### src/shared/motion_cmd_defs.svh
// constants for the motion command decoder
`ifndef MOTION_CMD_DEFS_SVH
`define MOTION_CMD_DEFS_SVH

`define FRAME_BYTES       4'h9
`define LAST_BYTE_IDX     4'h8
`define AXIS_COUNT        8'h06

`define INSTR_ROT_INC     8'h01
`define INSTR_ROT_DEC     8'h02
`define INSTR_STOP        8'h03
`define INSTR_MOVE        8'h04
`define INSTR_SET_PARAM   8'h05

`define MOVE_ABSOLUTE     8'h00
`define MOVE_RELATIVE     8'h01
`define MOVE_COORDINATE   8'h02

`define PARAM_TARGET_POS  8'h00
`define PARAM_TARGET_SPD  8'h00
`define PARAM_TARGET_VEL  8'h02

`define STATUS_OK         8'h64
`define STATUS_BAD_CMD    8'h02
`define STATUS_BAD_TYPE   8'h03
`define STATUS_BAD_VALUE  8'h04

`define ZERO_VALUE        32'h0000_0000

`endif

### src/shared/motion_cmd_pkg.sv
// types shared by the motion command decoder
package motion_cmd_pkg;

    typedef struct packed {
        logic [7:0]  addr;
        logic [7:0]  instr;
        logic [7:0]  kind;
        logic [7:0]  axis;
        logic [31:0] value;
        logic [7:0]  csum;
    } frame_t;

    typedef struct packed {
        logic [2:0]  axis;
        logic [7:0]  num;
        logic [31:0] data;
    } param_wr_t;

    typedef struct packed {
        logic [2:0] axis;
        logic       velocity_mode;
        logic       increasing;
    } mode_wr_t;

    typedef struct packed {
        logic [7:0]  status;
        logic [7:0]  instr;
        logic [31:0] value;
    } reply_t;

    typedef enum logic [4:0] {
        ST_COLLECT = 5'h01,
        ST_DECODE  = 5'h02,
        ST_PARAM   = 5'h04,
        ST_FETCH   = 5'h08,
        ST_REPLY   = 5'h10
    } state_t;

endpackage
### src/hw/motion_command_decoder.sv
// decoder for rotate, stop, move and set-parameter command frames
`include "motion_cmd_defs.svh"
`timescale 1ns/1ps
`default_nettype none

module motion_command_decoder
(
    // clock and reset
    input  wire logic                      clock_i,
    input  wire logic                      rst_n_i,
    // command byte stream
    input  wire logic [7:0]                rx_byte_i,
    input  wire logic                      rx_valid_i,
    output var  logic                      rx_ready_o,
    // axis mode selection
    output var  logic                      mode_wr_o,
    output var  motion_cmd_pkg::mode_wr_t  mode_o,
    // axis parameter write
    output var  logic                      param_wr_o,
    output var  motion_cmd_pkg::param_wr_t param_o,
    // position or coordinate fetch
    output var  logic                      fetch_req_o,
    output var  logic                      fetch_stored_coordinate_type_o,
    output var  logic [2:0]                fetch_axis_o,
    output var  logic [7:0]                fetch_index_o,
    input  wire logic                      fetch_ack_i,
    input  wire logic [31:0]               fetch_data_i,
    // direct mode reply
    output var  logic                      reply_valid_o,
    output var  motion_cmd_pkg::reply_t    reply_o
);

    motion_cmd_pkg::state_t state;
    logic [7:0]             frame_mem [0:8];
    logic [3:0]             byte_cnt;
    logic [7:0]             sum;
    motion_cmd_pkg::frame_t frame;

    // the value field arrives most significant byte first
    assign frame = {frame_mem[0], frame_mem[1], frame_mem[2],
                    frame_mem[3], frame_mem[4], frame_mem[5],
                    frame_mem[6], frame_mem[7], frame_mem[8]};

    function automatic motion_cmd_pkg::reply_t make_reply(
        input logic [7:0] status,
        input logic [7:0] instr
    );
        make_reply = '{status: status, instr: instr, value: `ZERO_VALUE};
    endfunction

    wire logic take = rx_valid_i && rx_ready_o;
    wire logic last = (byte_cnt == `LAST_BYTE_IDX);
    wire logic axis_ok = (frame.axis < `AXIS_COUNT);
    wire logic [2:0] axis3 = frame.axis[2:0];

    // frame assembly; a frame with a bad checksum is dropped silently
    always_ff @(posedge clock_i)
    begin
        if (!rst_n_i)
        begin
            byte_cnt <= 4'h0;
            sum      <= 8'h00;
        end
        else if (take)
        begin
            frame_mem[byte_cnt] <= rx_byte_i;
            byte_cnt <= last ? 4'h0 : byte_cnt + 4'h1;
            sum      <= last ? 8'h00 : sum + rx_byte_i;
        end
    end

    // sequencing of writes and reply
    always_ff @(posedge clock_i)
    begin
        if (!rst_n_i)
        begin
            state         <= motion_cmd_pkg::ST_COLLECT;
            rx_ready_o    <= 1'b0;
            mode_wr_o     <= 1'b0;
            mode_o        <= '0;
            param_wr_o    <= 1'b0;
            param_o       <= '0;
            fetch_req_o   <= 1'b0;
            fetch_stored_coordinate_type_o <= 1'b0;
            fetch_axis_o  <= 3'h0;
            fetch_index_o <= 8'h00;
            reply_valid_o <= 1'b0;
            reply_o       <= '0;
        end
        else
        begin
            mode_wr_o     <= 1'b0;
            param_wr_o    <= 1'b0;
            fetch_req_o   <= 1'b0;
            reply_valid_o <= 1'b0;
            unique case (state)
            motion_cmd_pkg::ST_COLLECT:
            begin
                rx_ready_o <= 1'b1;
                if (take && last && (rx_byte_i == sum))
                begin
                    rx_ready_o <= 1'b0;
                    state      <= motion_cmd_pkg::ST_DECODE;
                end
            end
            motion_cmd_pkg::ST_DECODE:
            begin
                state   <= motion_cmd_pkg::ST_REPLY;
                reply_o <= make_reply(`STATUS_OK, frame.instr);
                if (!axis_ok)
                    reply_o <= make_reply(`STATUS_BAD_VALUE,
                                          frame.instr);
                else if (frame.instr == `INSTR_ROT_INC ||
                         frame.instr == `INSTR_ROT_DEC)
                begin
                    // velocity mode first; it also ends a running move
                    mode_wr_o <= 1'b1;
                    mode_o    <= '{axis: axis3, velocity_mode: 1'b1,
                                   increasing: frame.instr ==
                                   `INSTR_ROT_INC};
                    param_o   <= '{axis: axis3, num: `PARAM_TARGET_VEL,
                                   data: frame.value};
                    state     <= motion_cmd_pkg::ST_PARAM;
                end
                else if (frame.instr == `INSTR_STOP)
                begin
                    mode_wr_o <= 1'b1;
                    mode_o    <= '{axis: axis3, velocity_mode: 1'b1,
                                   increasing: 1'b1};
                    param_o   <= '{axis: axis3, num: `PARAM_TARGET_SPD,
                                   data: `ZERO_VALUE};
                    state     <= motion_cmd_pkg::ST_PARAM;
                end
                else if (frame.instr == `INSTR_MOVE)
                begin
                    if (frame.kind > `MOVE_COORDINATE)
                        reply_o <= make_reply(`STATUS_BAD_TYPE,
                                              frame.instr);
                    else
                    begin
                        // ramp limits stay those already in the axis
                        mode_wr_o <= 1'b1;
                        mode_o    <= '{axis: axis3, velocity_mode: 1'b0,
                                       increasing: 1'b1};
                        param_o   <= '{axis: axis3, num: `PARAM_TARGET_POS,
                                       data: frame.value};
                        state     <= motion_cmd_pkg::ST_PARAM;
                        if (frame.kind != `MOVE_ABSOLUTE)
                        begin
                            fetch_req_o   <= 1'b1;
                            fetch_stored_coordinate_type_o <= (frame.kind ==
                                              `MOVE_COORDINATE);
                            fetch_axis_o  <= axis3;
                            fetch_index_o <= frame.value[7:0];
                            state         <= motion_cmd_pkg::ST_FETCH;
                        end
                    end
                end
                else if (frame.instr == `INSTR_SET_PARAM)
                begin
                    // axis parameters live in volatile storage outside
                    param_o <= '{axis: axis3, num: frame.kind,
                                 data: frame.value};
                    state   <= motion_cmd_pkg::ST_PARAM;
                end
                else
                    reply_o <= make_reply(`STATUS_BAD_CMD, frame.instr);
            end
            motion_cmd_pkg::ST_FETCH:
            begin
                if (fetch_ack_i)
                begin
                    param_wr_o <= 1'b1;
                    // relative sum wraps modulo two to the 32
                    param_o.data <= fetch_stored_coordinate_type_o ? fetch_data_i
                                  : 32'(fetch_data_i + param_o.data);
                    state      <= motion_cmd_pkg::ST_REPLY;
                end
            end
            motion_cmd_pkg::ST_PARAM:
            begin
                param_wr_o <= 1'b1;
                state      <= motion_cmd_pkg::ST_REPLY;
            end
            motion_cmd_pkg::ST_REPLY:
            begin
                // no waiting for motion to finish
                reply_valid_o <= 1'b1;
                rx_ready_o    <= 1'b1;
                state         <= motion_cmd_pkg::ST_COLLECT;
            end
            default:
                state <= motion_cmd_pkg::ST_COLLECT;
            endcase
        end
    end
endmodule

`default_nettype wire

### config.mk
export PLATFORM = sky130hd
export DESIGN_NAME = motion_command_decoder
export DESIGN_NICKNAME = d
export VERILOG_FILES = /design/src/shared/motion_cmd_pkg.sv /design/src/hw/motion_command_decoder.sv
export VERILOG_INCLUDE_DIRS = /design/src /design/src/shared
export SDC_FILE = /design/constraint.sdc
export NUM_CORES = 1
export LEC_CHECK = 0
export BUFFER_PORTS_ARGS = -buffer_cell sky130_fd_sc_hd__buf_4
export CORE_ASPECT_RATIO = 1.1
export CORE_MARGIN = 2
export CORE_UTILIZATION = 55
export CTS_BUF_LIST = sky130_fd_sc_hd__clkbuf_8
export DETAILED_ROUTE_END_ITERATION = 8
export GPL_TIMING_DRIVEN = 0
export PLACE_DENSITY_LB_ADDON = 0.15
export SLEW_MARGIN = 20
export SYNTH_ARGS = -nofsm -noshare
export SYNTH_HDL_FRONTEND = slang
export SYNTH_SLANG_ARGS = --single-unit
### constraint.sdc
create_clock -name clock_i -period 3.5 [get_ports clock_i]
set_input_delay 0.35 -clock clock_i [delete_from_list [all_inputs] [get_ports clock_i]]
set_output_delay 0.35 -clock clock_i [all_outputs]
set_load 0.03 [all_outputs]
==> results by group <==
Run status
  – Status: completed

Placed design
  – Global placer's final weighted congestion: 0.9717
  – Dpl cells: 1208
  – Post-DP HPWL: 17.39 mm
  – Buffers on Ports: 121

Floorplanning
  – # rows: 46
  – I/O pin count: 157
  – Initial core utilization: 56.07%
  – Die Y: 130.8 um
  – Die Footprint: 15590 um^2
  – Core area: 14330 um^2
  – DIE WIDTH: 119.2 um

Routing
  – Total Wirelength: 23.83 mm
  – Mean number of vias per cell: 5.856
  – Antenna Nets Post-Route: 0
  – Routed via count: 7261
  – Per-cell routed wire length: 19.22 um
  – Iteration count of the initial detailed-routing pass: 8
  – DR iter-0 viols: 655
  – DR DRC count: 0

Cells and area
  – Register Area: 3563 um^2
  – Layout Nets: 1123
  – Antenna cells: 0
  – Fillers: 1226
  – Footprint of the multi-input gates: 4084 um^2
  – Proportion of layout cells with a drive suffix above 1: 20.04%
  – Final core occ: 67.58%
  – Final Non-Filler Cells: 1240
  – Syn-to-layout area delta: 20.54%

Timing
  – Fin crit share: 89.43%
  – Final setup fails: 0
  – Highest Clock Rate: 0.3195 GHz
  – Worst Max-Slew Pin Slew: 0.7978 ns
  – Slew margin rel.: 46.82%
  – Final hold violation count: 0
  – RSZ-0062 raised after global routing: no
  – Tmin final: 3.130 ns
  – Final Max Slew Viols: 0
  – TNS Setup: 0 ns
  – Clk_skew: 0.01098 ns

Clock network
  – Clock root buffer master: clkbuf_8
  – CTS tree: built
  – H-tree depth: 4
  – CTS Sinks: 150
  – Worst-path clk slew: 0.09 ns
  – Post-CTS sizing: 0
  – Post-CTS Setup Inserts: 0
  – CTS Hold Buffers Added: 0
  – Inserted Clock Buffers: 17
  – Skew-Pair Late Insertion Delay: 0.46 ns
  – Maximum root-to-sink buffer count: 2

Setup path
  – Crit start category: register
  – Crit path DAT: 3.47 ns
  – CP Max Fanout: 3
  – Reg2reg setup slack: 0.37 ns
  – CP Capture Type: register
  – Crit path required time: 3.84 ns
  – RR Endpoint: param_o[20]$_SDFFE_PN0P_
  – CP Cell Sequence: ha_1, fa_1, a21o_1, a221oi_1, or3b_1, nand3_1, a31oi_1, xnor2_1, a222oi_1, a21oi_1
  – Slowest stage delay, CP: 0.50 ns
  – R2R depth: 10
  – Slowest cell on the critical path: a221oi_1
  – R2R Path Start: param_o[0]$_SDFFE_PN0P_
  – Critical path class: reg -> reg

Pwr
  – Switching power: 0.9255 mW
  – Leakage: 4.002 nW
  – Clock power share: 37.3%
  – Internal power: 2.530 mW
  – Comb power frac: 9.8%
  – Power Dens Cells: 356.8 nW/um^2
  – Share of total power in sequential cells: 52.8%
  – Overall power: 3.456 mW
  – Max VDD drop: 0.0003821 V
  – Sw Share: 26.78%

Synth
  – Sequential area share after synthesis: 44.35%
  – Async SR Flop Fraction: 0%
  – Top cell type's share of synthesized area: 23.42%
  – Synth warn: 0
  – EDFF count, synth: 56
  – Mean Syn Cell Area: 9.332 um^2
  – Post-synthesis cell type count: 71
  – Synth Cell Area: 8035 um^2
  – Synth Flop Type: dfxtp_1
  – Synth area leader: dfxtp_1
  – Mapped Cells: 861
  – Top-count cell post-synth: dfxtp_1
  – Commonest cells post-synth: dfxtp_1 (94), nand2_1 (90), a21oi_1 (80), nor2_1 (60), edfxtp_1 (56)
  – Synth top area cells: dfxtp_1 (23%), edfxtp_1 (21%), ha_1 (6.5%), a21oi_1 (5.0%), nand2_1 (4.2%)
  – Yosys reg bits: 150

Hold path
  – Hold_sp: fetch_data_i[31]
  – Hold Path Sink: param_o[31]$_SDFFE_PN0P_
  – Min-Delay Path Class: in -> reg
  – Hold Path Stages: 3

GRT
  – First-pass GRT wire length: 36.00 mm
  – Initial antenna violation count: 0
  – Number of global-route vias before repair: 6705
  – Gr usage total: 30.44%
  – Largest net degree at the start of global routing: 17
  – GRT Residual Overflow: 0

Run
  – Max cap viols: 0
==> worst max-delay path, delay by kind of cell, from the launching register on <==
family | cells | cell delay, ns
AND/OR/NAND/NOR | 2 | 0.40
XOR/XNOR | 1 | 0.12
adder cells (fa/ha/maj) | 2 | 0.64
AO/OA/AOI/OAI | 5 | 1.53
flip-flops | 1 | 0.33
==> placed cells by master, fill, tap and decap left out, types with 4 or more instances in the layout <==
cell type | netlist | routed
and2_1 | 18 | 18
nor2_1 | 60 | 60
buf_2 | 10 | 10
xnor2_1 | 11 | 11
a221oi_1 | 20 | 20
dfxtp_1 | 94 | 94
nor4_1 | 6 | 6
conb_1 | 1 | 35
nor3_1 | 24 | 24
clkbuf_8 | 0 | 18
nand2b_1 | 11 | 11
o21ai_0 | 37 | 37
and3_1 | 7 | 7
inv_1 | 13 | 14
a211oi_1 | 5 | 5
clkbuf_1 | 33 | 33
nand3_1 | 24 | 24
or3_1 | 5 | 5
and4_1 | 5 | 5
inv_6 | 0 | 4
a31oi_1 | 15 | 15
edfxtp_1 | 56 | 56
nor2b_1 | 6 | 6
mux2i_1 | 11 | 11
a222oi_1 | 9 | 9
a21o_1 | 21 | 21
ha_1 | 42 | 42
xor2_1 | 13 | 13
buf_4 | 36 | 157
o21ai_1 | 16 | 16
a22oi_1 | 10 | 10
nand2_1 | 90 | 90
a21oi_1 | 80 | 80
nand4_1 | 4 | 4
nor3b_1 | 5 | 5
==> kinds of logic after synthesis <==
group           count (synthesis)  share of synthesized area (%)
buf+inv                        96                          6.416
other cells                     1                        0.04667
flops                         150                          44.35
simple gates                  278                          16.74
xor+xnor                       24                          2.616
fa+ha+maj                      44                          7.038
compound gates                254                          21.01
mux                            14                          1.791
==> power by group through the flow <==
| stage | combinational (mW) | sequential, mW | clock (mW) |
|---|---|---|---|
| after floorplan | 0.219 | 1.87 | 0 |
| after global placement | 0.328 | 1.87 | 0 |
| after CTS | 0.334 | 1.83 | 1.30 |
| after detailed placement | 0.333 | 1.87 | 0 |
| after global routing | 0.365 | 1.83 | 1.38 |
| final | 0.340 | 1.83 | 1.29 |
==> sequential cells by signal (all words and copies together), names as in the netlist <==
name and count:
byte_cnt 4, fetch_axis_o 3, fetch_index_o 8, fetch_req_o 1
fetch_stored_coordinate_type_o 1, frame_mem 56, mode_o 5, mode_wr_o 1
param_o 43, param_wr_o 1, reply_o 12, reply_valid_o 1
rx_ready_o 1, state 5, sum 8
==> stage by stage <==
step	setup slack, ns	hold slack (ns)	area [um^2]
floorplan	0.7713	0.4489	8163
global placement	0.2729	0.4464	9311
detailed placement	0.3261	0.4469	9311
CTS	0.4280	0.1505	9686
global route	0.2326	0.1644	9686
finish	0.3700	0.1799	9686
==> routing by layer <==
layer  track usage (%)  vias to the layer above  share of wire, %
li1                  -                     3461                 -
met1             37.77                     3400                40
met2             52.84                      350                49
met3             6.337                       50               8.3
met4             11.27                        0               2.8
met5                 0                        -                 0
==> worst max-delay path by stage <==
| stage | slack, ns | depth (start not counted) | endpoint | startpoint |
|---|---|---|---|---|
| after floorplan | 0.77 | 10 | param_o[20]$_SDFFE_PN0P_ | param_o[0]$_SDFFE_PN0P_ |
| after global placement | 0.27 | 11 | param_o[20]$_SDFFE_PN0P_ | fetch_data_i[0] |
| after detailed placement | 0.33 | 11 | param_o[20]$_SDFFE_PN0P_ | fetch_data_i[0] |
| after CTS | 0.43 | 10 | param_o[20]$_SDFFE_PN0P_ | param_o[0]$_SDFFE_PN0P_ |
| after global routing | 0.23 | 10 | param_o[20]$_SDFFE_PN0P_ | param_o[0]$_SDFFE_PN0P_ |
| final | 0.37 | 10 | param_o[20]$_SDFFE_PN0P_ | param_o[0]$_SDFFE_PN0P_ |
==> layout make-up <==
class | count | share of cell area, %
Clock buffer | 18 | 2.558
Tap cell | 192 | 2.480
Buffer | 83 | 4.819
Multi-Input combinational cell | 649 | 42.17
Sequential cell | 150 | 36.79
Timing Repair Buffer | 121 | 9.379
Clock inverter | 14 | 1.305
Inverter | 13 | 0.5038
No activity file was read; power rests on OpenSTA's default activity.
